===== src/emsd_consts.svh =====
// Constants for the external memory select decoder
`ifndef EMSD_CONSTS_SVH
`define EMSD_CONSTS_SVH

`define EMSD_ADDR_W 24
`define EMSD_EXT_ADDR_W 21
`define EMSD_CS0_RESET_BASE 24'hFF2000
`define EMSD_CS0_RESET_LIMIT 24'hFF20FF
`define EMSD_EMPTY_BASE 24'hFFFFFF
`define EMSD_EMPTY_LIMIT 24'h000000
`define EMSD_PART_BASE 24'hFF2000
`define EMSD_PART_LIMIT 24'hFF3FFF
`define EMSD_UPPER_LSB 16
`define EMSD_CS_PORT_LSB 5
`define EMSD_REGION_CNT 3
`define EMSD_DEFAULT_REGION 2

`endif


===== src/emsd_pkg.sv =====
// Types for the external memory select decoder
package emsd_pkg;
    typedef logic [23:0] emsd_addr_t;
    typedef logic [7:0] emsd_bus_cfg_t;

    // One programmed address window with its bus configuration
    typedef struct packed {
        emsd_addr_t base;
        emsd_addr_t limit;
        emsd_bus_cfg_t cfg;
    } emsd_range_s;

    typedef struct packed {
        logic valid;
        emsd_addr_t addr;
    } emsd_req_s;

    typedef enum logic [1:0] {
        EMSD_IN_RESET = 2'b01,
        EMSD_RUN = 2'b10
    } emsd_state_e;
endpackage


===== src/emsd_decode.sv =====
// External memory chip-select decoder with strap latch and extended port
// Notes on behaviour
// - A region's active-low select goes low during an external cycle whose address is in that region's range.
// - An external address matching no region leaves all selects high.
// - An unmatched external cycle uses region 2's bus configuration.
// - After reset region 0 covers FF2000-FF20FF, seen externally as 1F2000-1F20FF.
// - Partition FF2000-FF3FFF goes internal if the strap was latched high, external if low.
// - Accesses outside that partition are routed regardless of the strap.
// - The strap is sampled only at reset release; later changes have no effect.
// - Extended port bits 4:0 carry address bits 20:16 and bits 7:5 carry the three selects.
`timescale 1ns/1ps
`default_nettype none
`include "emsd_consts.svh"

module emsd_decode
    import emsd_pkg::*;
(
    input wire logic clk_sys_i,
    input wire logic sys_rst_i,
    input wire logic external_access_strap_n_i,
    input wire emsd_req_s req_i,
    input wire logic prog_we_i,
    input wire logic [1:0] prog_region_i,
    input wire emsd_range_s prog_range_i,
    output logic ext_cycle_o,
    output logic int_cycle_o,
    output logic [20:0] ext_addr_o,
    output logic [2:0] region_select_n_o,
    output emsd_bus_cfg_t bus_cfg_o,
    output logic [7:0] extended_address_port_o,
    output logic strap_high_o
);

    function automatic logic in_range(input emsd_addr_t a, input emsd_addr_t lo, input emsd_addr_t hi);
        in_range = (a >= lo) && (a <= hi);
    endfunction

    emsd_range_s range_q [`EMSD_REGION_CNT];
    emsd_state_e state_q;
    logic strap_q;
    logic [2:0] hit;
    logic to_ext;
    emsd_bus_cfg_t cfg_d;

    // ----------------------------------------
    // Reset tracking and strap latch
    // ----------------------------------------
    always_ff @(posedge clk_sys_i) begin
        if (sys_rst_i) begin
            state_q <= EMSD_IN_RESET;
        end else begin
            state_q <= EMSD_RUN;
        end
    end

    // Caught on the first clock after release so a late strap glitch cannot reroute
    always_ff @(posedge clk_sys_i) begin
        if (sys_rst_i) begin
            strap_q <= 1'b0;
        end else if (state_q == EMSD_IN_RESET) begin
            strap_q <= external_access_strap_n_i;
        end
    end

    // ----------------------------------------
    // Range registers
    // ----------------------------------------
    genvar g;
    generate
        for (g = 0; g < `EMSD_REGION_CNT; g++) begin : g_rng
            always_ff @(posedge clk_sys_i) begin
                if (sys_rst_i) begin
                    if (g == 0) begin
                        range_q[g] <= '{`EMSD_CS0_RESET_BASE, `EMSD_CS0_RESET_LIMIT, 8'h00};
                    end else begin
                        // Empty window: base above limit never matches
                        range_q[g] <= '{`EMSD_EMPTY_BASE, `EMSD_EMPTY_LIMIT, 8'h00};
                    end
                end else if (prog_we_i && prog_region_i == 2'(g)) begin
                    range_q[g] <= prog_range_i;
                end
            end
            assign hit[g] = in_range(req_i.addr, range_q[g].base, range_q[g].limit);
        end
    endgenerate

    // ----------------------------------------
    // Routing and decode
    // ----------------------------------------
    always_comb begin
        // Strap only matters inside the partition
        if (in_range(req_i.addr, `EMSD_PART_BASE, `EMSD_PART_LIMIT)) begin
            to_ext = ~strap_q;
        end else begin
            to_ext = 1'b1;
        end
        if (hit[0]) begin
            cfg_d = range_q[0].cfg;
        end else if (hit[1]) begin
            cfg_d = range_q[1].cfg;
        end else if (hit[2]) begin
            cfg_d = range_q[2].cfg;
        end else begin
            cfg_d = range_q[`EMSD_DEFAULT_REGION].cfg;
        end
    end

    always_ff @(posedge clk_sys_i) begin
        if (sys_rst_i) begin
            ext_cycle_o <= 1'b0;
            int_cycle_o <= 1'b0;
            ext_addr_o <= 21'h0;
            region_select_n_o <= 3'h7;
            bus_cfg_o <= 8'h00;
            extended_address_port_o <= 8'hE0;
            strap_high_o <= 1'b0;
        end else begin
            strap_high_o <= strap_q;
            ext_cycle_o <= req_i.valid && to_ext;
            int_cycle_o <= req_i.valid && !to_ext;
            if (req_i.valid && to_ext) begin
                ext_addr_o <= req_i.addr[20:0];
                region_select_n_o <= ~hit;
                bus_cfg_o <= cfg_d;
                extended_address_port_o <= {~hit, req_i.addr[20:16]};
            end else begin
                region_select_n_o <= 3'h7;
                extended_address_port_o <= {3'h7, ext_addr_o[20:16]};
            end
        end
    end

    // ----------------------------------------
    // Checks
    // ----------------------------------------
    property p_sel;
        @(posedge clk_sys_i) disable iff (sys_rst_i)
        (req_i.valid && to_ext && hit[0]) |=> !region_select_n_o[0];
    endproperty
    a_sel: assert property (p_sel) else $error("region 0 select not asserted");

    property p_nosel;
        @(posedge clk_sys_i) disable iff (sys_rst_i)
        (hit == 3'h0) |=> (region_select_n_o == 3'h7);
    endproperty
    a_nosel: assert property (p_nosel) else $error("select asserted with no match");

    property p_dflt;
        @(posedge clk_sys_i) disable iff (sys_rst_i)
        (req_i.valid && to_ext && hit == 3'h0) |=> (bus_cfg_o == $past(range_q[2].cfg));
    endproperty
    a_dflt: assert property (p_dflt) else $error("default config not region 2");

    property p_part;
        @(posedge clk_sys_i) disable iff (sys_rst_i)
        (req_i.valid && in_range(req_i.addr, `EMSD_PART_BASE, `EMSD_PART_LIMIT)) |=> (int_cycle_o == strap_high_o);
    endproperty
    a_part: assert property (p_part) else $error("partition routed against strap");

    property p_out;
        @(posedge clk_sys_i) disable iff (sys_rst_i)
        (req_i.valid && !in_range(req_i.addr, `EMSD_PART_BASE, `EMSD_PART_LIMIT)) |=> ext_cycle_o;
    endproperty
    a_out: assert property (p_out) else $error("non-partition access not external");

    property p_strap;
        @(posedge clk_sys_i) disable iff (sys_rst_i)
        (state_q == EMSD_RUN) |=> $stable(strap_q);
    endproperty
    a_strap: assert property (p_strap) else $error("strap changed after reset");

    property p_port;
        @(posedge clk_sys_i) disable iff (sys_rst_i)
        ext_cycle_o |-> (extended_address_port_o == {region_select_n_o, ext_addr_o[20:16]});
    endproperty
    a_port: assert property (p_port) else $error("extended port mismatch");

    property p_addr;
        @(posedge clk_sys_i) disable iff (sys_rst_i)
        (req_i.valid && to_ext) |=> (ext_addr_o == $past(req_i.addr[20:0]));
    endproperty
    a_addr: assert property (p_addr) else $error("external address wrong");

    property p_sel1;
        @(posedge clk_sys_i) disable iff (sys_rst_i)
        (req_i.valid && to_ext && hit[1]) |=> !region_select_n_o[1];
    endproperty
    a_sel1: assert property (p_sel1) else $error("region 1 select not asserted");

    property p_sel2;
        @(posedge clk_sys_i) disable iff (sys_rst_i)
        (req_i.valid && to_ext && hit[2]) |=> !region_select_n_o[2];
    endproperty
    a_sel2: assert property (p_sel2) else $error("region 2 select not asserted");

    // Overlapping windows all assert their selects, so compare the whole vector
    property p_sel_exact;
        @(posedge clk_sys_i) disable iff (sys_rst_i)
        (req_i.valid && to_ext) |=> (region_select_n_o == ~$past(hit));
    endproperty
    a_sel_exact: assert property (p_sel_exact) else $error("select vector differs from match");

    property p_int_quiet;
        @(posedge clk_sys_i) disable iff (sys_rst_i)
        int_cycle_o |-> (region_select_n_o == 3'h7);
    endproperty
    a_int_quiet: assert property (p_int_quiet) else $error("select asserted on internal access");

    property p_idle;
        @(posedge clk_sys_i) disable iff (sys_rst_i)
        !req_i.valid |=> (!ext_cycle_o && !int_cycle_o && region_select_n_o == 3'h7);
    endproperty
    a_idle: assert property (p_idle) else $error("bus activity without request");

    // Checked across reset itself, so no disable here
    property p_rst_window;
        @(posedge clk_sys_i)
        sys_rst_i |=> (range_q[0].base == `EMSD_CS0_RESET_BASE && range_q[0].limit == `EMSD_CS0_RESET_LIMIT);
    endproperty
    a_rst_window: assert property (p_rst_window) else $error("region 0 power-up window wrong");

    property p_strap_take;
        @(posedge clk_sys_i) disable iff (sys_rst_i)
        (state_q == EMSD_IN_RESET) |=> (strap_q == $past(external_access_strap_n_i));
    endproperty
    a_strap_take: assert property (p_strap_take) else $error("strap not taken at reset release");

endmodule // emsd_decode
`default_nettype wire


===== config.mk =====
export PLATFORM = sky130hd
export DESIGN_NAME = emsd_decode
export DESIGN_NICKNAME = d
export VERILOG_FILES = /design/src/emsd_pkg.sv /design/src/emsd_decode.sv
export VERILOG_INCLUDE_DIRS = /design/src /design/src/src
export SDC_FILE = /design/constraint.sdc
export NUM_CORES = 1
export LEC_CHECK = 0
export BUFFER_PORTS_ARGS = -buffer_cell sky130_fd_sc_hd__buf_2
export CELL_PAD_IN_SITES_DETAIL_PLACEMENT = 1
export CELL_PAD_IN_SITES_GLOBAL_PLACEMENT = 2
export CORE_MARGIN = 5
export CORE_UTILIZATION = 35
export CTS_BUF_LIST = sky130_fd_sc_hd__clkbuf_4 sky130_fd_sc_hd__clkbuf_8 sky130_fd_sc_hd__clkbuf_16
export CTS_CLUSTER_DIAMETER = 50
export DETAILED_ROUTE_END_ITERATION = 8
export GPL_TIMING_DRIVEN = 0
export PLACE_DENSITY = 0.84
export SLEW_MARGIN = 20
export SYNTH_ARGS = -nofsm -noshare
export SYNTH_HDL_FRONTEND = slang
export SYNTH_SLANG_ARGS = --single-unit

===== constraint.sdc =====
create_clock -name clk_sys_i -period 13.7 [get_ports clk_sys_i]
set_input_delay 0.685 -clock clk_sys_i [delete_from_list [all_inputs] [get_ports clk_sys_i]]
set_output_delay 0.685 -clock clk_sys_i [all_outputs]
set_load 0.1 [all_outputs]

==> impl_metrics.csv, run 1 <==
group,metric,value,unit
sta,max-slew-margin-rel,34.17,%
critical_path,regToRegStartpoint,"range_q[0][19]",
synthesis,synth_edf_count,168,
synthesis,synth_warnings,0,
drt,num_vias,8128,
drt,drtIter0Drc,352,
clock_tree,cts-resized-gates,0,
critical_path,crit_start,"req_i[11]",
placement,io_buffer_count,129,
sta,tightest_slew,0.9625,ns
power_and_ir_drop,power.density,134.0,mW/mm^2
global_route,overflow,0,
sta,setup_viol,0,
clock_tree,clock-root-buffer,"clkbuf_16",
job,max_cap_violations,0,
sta,period_share,22.75,%
drt,drt_wl_total,32020,um
critical_path,cp_max_fo,10,
layout,area_delta_synth_final,21.29,%
clock_tree,cts_buffers,30,
critical_path,cp-start-kind,"input pin",
synthesis,synthMuxAreaShare,0.7966,%
power_and_ir_drop,power.leakage,6.154,nW
critical_path,worstSetupPathType,"input pin to flop",
global_route,grt_pass1_wl,50000,um
drt,dr.pass1.iters,5,
synthesis,synth_area,0.01131,sq mm
synthesis,synthXorXnorAreaFrac,0,%
floorplanning,ios,130,
clock_tree,cts-hold-fix-buffers,0,
clock_tree,cts.sinks,211,
critical_path,required,14.12,ns
floorplanning,die_area,0.03601,sq mm
synthesis,yosysMostFrequentCell,"edfxtp_1",
floorplanning,rows,65,
global_route,grt.total_usage,17.88,%
synthesis,yosys.area.top_type,"edfxtp_1",
sta,setup_slack,10.58,ns
status,status,"complete, no violations",
power_and_ir_drop,power.total,1.838,mW
synthesis,yosysSeqAreaShare,52.22,%
global_route,grt_pass1_vias,8817,
floorplanning,die_w,189.8,um
placement,place_ws,10.05,ns
sta,whs,0.2530,ns
floorplanning,start_util,35.65,%
clock_tree,post-cts-setup-buffers,0,
sta,fin_skew,0.009297,ns
drt,drc,0,
sta,grt_setup_unrepaired,"no",
layout,final_cell_count_no_fill,1618,
drt,wire_per_inst,19.79,um
critical_path,crit_end,"bus_cfg_o[2]",
synthesis,synth_compound_area_share,8.973,%
drt,ant_nets,0,
synthesis,ys_top_cells_by_area,"edfxtp_1 (45%), ha_1 (16%), dfxtp_1 (7.6%)",
drt,vias_per_cell,5.023,
synthesis,synth_top_family_by_area,"simple AND/OR/NAND/NOR gates",
layout,nets,1422,
placement,dp_hpwl,24420,um
global_route,antenna_found_initial,3,
placement,dpl.cell_count,1561,
worst_hold_path,hp-class,"input pin to flop",
layout,drive_gt1_share,16.79,%
floorplanning,die_h,189.8,um
power_and_ir_drop,peakVddDrop,104.0,uV
critical_path,end_kind,"flop",
synthesis,yosys.area_share.simple,16.13,%
synthesis,ys_seq_elements,211,
clock_tree,clockBufferDepth,3,
sta,period_minus_slack,3.117,ns
clock_tree,cts_tree,"built",
sta,hold_violations,0,
clock_tree,clock_latency,0.54,ns
synthesis,synth_area_per_cell,11.05,sq um
synthesis,ys_types,48,
sta,final_max_slew_viol_count,0,
synthesis,synth_adder_area_share,15.93,%
critical_path,reg2reg_to,"bus_cfg_o[2]",
synthesis,synth_flop_cell,"edfxtp_1",
critical_path,rr_worst_depth,9,
synthesis,ys_top_cells_by_count,"edfxtp_1 (168), inv_1 (145), ha_1 (144)",
sta,finalSetupTns,0,ns
global_route,grt_max_degree,31,
clock_tree,h-tree-depth,1,
synthesis,syn_inst,1023,
clock_tree,clk_pin_slew,0.06,ns
sta,max_freq,320.8,MHz
synthesis,synth-async-reset-ratio,0,%
critical_path,reg2reg_slack,10.60,ns
synthesis,mappedNetlistNets,1254,
floorplanning,fp.coreArea,0.03172,sq mm
critical_path,worstPathArrival,3.54,ns
synthesis,synth.top_cell.area_share,44.61,%
placement,gp_congestion,0.7849,
-- area by class of cell --
class	count	area [sq um]
multi-input combinational	636	4763
clock buffer	36	819.5
clock inverter	20	231.5
fill	3505	18000
tap	402	503.0
inverter	145	544.3
sequential	211	5906
antenna	1	2.502
timing repair buffer	136	818.3
buffer	31	127.6
-- cell usage in the layout, fill, tap and decap left out, types with 2 or more instances in the layout --
master / instances
nor2b_1: 8
mux2i_1: 9
clkinvlp_4: 2
nand2_1: 60
and4_1: 2
clkbuf_1: 27
nor4_1: 3
a21oi_1: 64
o31ai_1: 2
inv_1: 145
clkbuf_16: 31
a21o_1: 28
clkinv_1: 2
nand3_1: 8
edfxtp_1: 168
nor3_1: 6
ha_1: 144
a2111oi_0: 2
clkinv_4: 2
and2_1: 95
nand2b_1: 78
bufinv_16: 4
dfxtp_1: 43
o21ai_4: 2
a32oi_1: 8
and3_1: 9
clkinv_2: 5
buf_4: 3
a211oi_1: 3
o21ai_0: 31
nor2_1: 17
clkbuf_4: 4
buf_2: 129
inv_6: 4
o21a_1: 4
buf_16: 5
nand4_1: 28
o211ai_1: 4
-- critical path: stages --
cell and delay, ns:
buf_2 0.18, ha_1 0.35, a21oi_1 0.13, o21ai_0 0.15
a2111oi_0 0.90, nand3_1 0.19, a2bb2oi_2 0.56, or2b_4 0.28
o21ai_0 0.10
-- layer usage --
metal / GRT usage (%) / share of wire (%)
met1: 22.99 / 44
met2: 30.81 / 48
met3: 4.018 / 6.0
met4: 4.313 / 2.2
met5: 0 / 0.087
-- cells by family (layout without fill, tap and decap cells) --
kind of cell	count (synthesis)	count (layout)
buf+inv	176	368
other cells	0	1
flops	211	211
mux	9	9
simple gates	321	321
compound gates	162	162
fa+ha+maj	144	144
-- per-stage QoR --
stage | cell area [sq um] | utilization (%)
after detailed placement | 12660 | 39.92
after global placement | 12460 | 39.27
after global routing | 13710 | 43.23
after CTS | 13710 | 43.23
after floorplan | 11310 | -
final | 13720 | 43.24
-- registers in the layout, summed over array words and instances (netlist names) --
register	flops
ext_addr_o	21
strap_high_o	1
state_q	2
range_q	168
bus_cfg_o	8
int_cycle_o	1
ext_cycle_o	1
extended_address_port_o	8
strap_q	1
-- how the worst min path moves through the flow --
stage	from	cells past startpoint	end
after floorplan	strap_q	1	strap_high_o
after global placement	ext_addr_o[11]	2	ext_addr_o[11]
after detailed placement	ext_addr_o[4]	2	ext_addr_o[4]
after CTS	sys_rst_i	1	state_q[0]
after global routing	sys_rst_i	1	state_q[0]
final	sys_rst_i	1	state_q[0]
-- power by group --
group | switching, mW | internal (mW)
Clock | 0.299 | 0.505
Combinational | 0.191 | 0.0896
Sequential | 0.0144 | 0.738
Total | 0.505 | 1.33
No activity file was read; power rests on OpenSTA's default activity.
==> run 2, diff against run 1 <==
Settings changed: PLACE_DENSITY 0.84 to 0.87.
Clock period 13.7 ns to 2.65 ns, I/O delays scaled along.
==> run 2 against run 1 <==
Net effect:
- sequential power rose to 5.2 times the previous value
- utilization rose by 2.4 points
- global-route usage grew 0.51 points
- clock skew up 0.012 ns
- combinational power increased to 5.7 times the previous value
- sequential share of layout area down 2.2 points
- cell area grew 5.5%
- cell count increased by 4.8%
- first-iteration DRC count increased by 42%
- clock power grew to 4.7 times the previous value
- die area unchanged
- routed wire length increased by 4.9%
==> impl_metrics.csv, run 2 (synthesis gave the netlist of run 1 again) <==
group,metric,value,unit
clock_tree,clockBufferDepth,3,
power_and_ir_drop,combinationalPowerShare,17.2,%
sta,setup_viol,0,
sta,grt_setup_unrepaired,"no",
placement,io_buffer_count,129,
critical_path,worstSetupPathType,"flop to flop",
sta,whs,0.01565,ns
layout,drive_gt1_share,17.12,%
layout,largest_register,"range_q",
clock_tree,clk_pin_slew,0.06,ns
sta,finalSetupTns,0,ns
drt,num_vias,8443,
clock_tree,clock-root-buffer,"clkbuf_16",
power_and_ir_drop,peakVddDrop,514.3,uV
power_and_ir_drop,p_int,6.578,mW
power_and_ir_drop,p_switching,2.681,mW
power_and_ir_drop,power.density,639.8,mW/mm^2
layout,largest_reg_flops,168,
drt,drt_wl_total,33600,um
floorplanning,die_h,189.8,um
clock_tree,cts.sinks,211,
layout,final_cell_count_no_fill,1695,
sta,setup_slack,0.1126,ns
floorplanning,fp.coreArea,0.03172,sq mm
drt,vias_per_cell,4.981,
global_route,overflow,0,
critical_path,regToRegStartpoint,"range_q[2][32]",
layout,nFillCells,3508,
power_and_ir_drop,power_frac_seq,42.0,%
global_route,antenna_found_initial,3,
sta,hold_violations,0,
power_and_ir_drop,power.total,9.258,mW
drt,drtIter0Drc,501,
sta,tightest_slew,0.8696,ns
drt,wire_per_inst,19.82,um
power_and_ir_drop,power.leakage,6.454,nW
status,status,"complete, no violations",
critical_path,worstPathArrival,2.97,ns
drt,ant_nets,0,
clock_tree,h-tree-depth,1,
placement,dpl.cell_count,1559,
critical_path,required,3.08,ns
critical_path,cp-start-kind,"flop",
placement,place_ws,-0.4687,ns
global_route,grt_pass1_wl,51380,um
layout,top_regs,"range_q (168), ext_addr_o (21)",
floorplanning,die_w,189.8,um
global_route,grt_max_degree,32,
floorplanning,die_area,0.03601,sq mm
drt,drc,0,
layout,layout_commonest_cell,"edfxtp_1",
layout,sequential_cell_area,0.005906,sq mm
sta,final_max_slew_viol_count,0,
floorplanning,ios,130,
sta,period_share,95.75,%
drt,dr.pass1.iters,4,
global_route,grt_pass1_vias,9297,
critical_path,cp_max_fo,1,
floorplanning,start_util,35.65,%
sta,max-slew-margin-rel,42.03,%
worst_hold_path,hp-class,"input pin to flop",
floorplanning,rows,65,
global_route,grt.total_usage,18.39,%
sta,period_minus_slack,2.537,ns
layout,area_delta_synth_final,27.97,%
power_and_ir_drop,clkPwrFrac,40.8,%
sta,fin_skew,0.02114,ns
critical_path,crit_start,"range_q[2][32]",
clock_tree,clock_latency,0.55,ns
layout,mostFrequentLayoutCells,"edfxtp_1 (168), inv_1 (145), ha_1 (144), buf_2 (129), and2_1 (95)",
clock_tree,cts_buffers,29,
power_and_ir_drop,switching_share,28.95,%
worst_hold_path,hold_path.startpoint,"req_i[17]",
clock_tree,cts_tree,"built",
critical_path,end_kind,"flop",
sta,max_freq,394.1,MHz
layout,nets,1499,
placement,dp_hpwl,24480,um
placement,gp_congestion,0.7958,
job,max_cap_violations,0,
layout,multiInputGateArea,0.004850,sq mm
## run 2: cell count changes in the layout (fill, tap and decap cells not counted), moves of 3 or more
cell,delta
dlygate4sd3_1,+77
bufinv_16,-3
clkbuf_1,-5
buf_4,+3
clkbuf_4,-3
clkbuf_2,+5
## run 2: worst paths after layout
check | endpoint | slack, ns | cells after the start
worst max-delay path | extended_address_port_o[7] | 0.11 | 9
worst max register to register | extended_address_port_o[7] | 0.11 | 9
worst min-delay path | extended_address_port_o[1] | 0.02 | 3
worst min register to register | ext_addr_o[12] | 0.46 | 2
## run 2: through the flow
step	instance area [sq um]	utilization (%)
after floorplan	11310	-
after global placement	12460	39.27
after detailed placement	12620	39.78
after CTS	14420	45.46
after global routing	14470	45.63
final	14470	45.63
## run 2: routing by layer
layer | part of all wire, % | global-route usage [%]
met5 | 0.021 | 0
met4 | 2.1 | 4.007
met3 | 4.6 | 2.936
met2 | 51 | 33.65
met1 | 43 | 22.91
## run 2: worst max-delay path, cell delays in order, from the launching register on
cell	delay [ns]
edfxtp_1	0.36
ha_1	0.27
nand2b_1	0.14
a21o_1	0.17
a21o_1	0.19
a21oi_1	0.20
o21ai_0	0.15
a2111oi_2	0.55
nor3_1	0.10
o21ai_0	0.30
## run 2: layout make-up
cell class                 instances  area share, %
tap                              402          3.476
multi-input combinational        636          33.51
clock inverter                    22          1.271
buffer                            30         0.8992
inverter                         145          3.761
timing repair buffer             215          10.98
antenna                            2        0.03458
clock buffer                      32          5.257
sequential                       211          40.81
## run 2: power by group through the flow
stage	Combinational (mW)	Clock, mW	Sequential, mW
floorplan	0.661	0	4.23
global placement	1.36	0	3.97
detailed placement	1.45	0	3.96
CTS	1.60	3.86	3.89
global route	1.75	4.01	3.91
finish	1.59	3.77	3.89
## run 2: timing repair
| item | CTS | global route |
|---|---|---|
| hold buffers | 77 | 0 |
| pin swaps | 1 | 3 |
| buffers inserted | 3 | 1 |
| endpoints found under the setup margin | 34 | 27 |
| hold endpoints to repair | 191 | 0 |
| gates resized for setup | 12 | 14 |
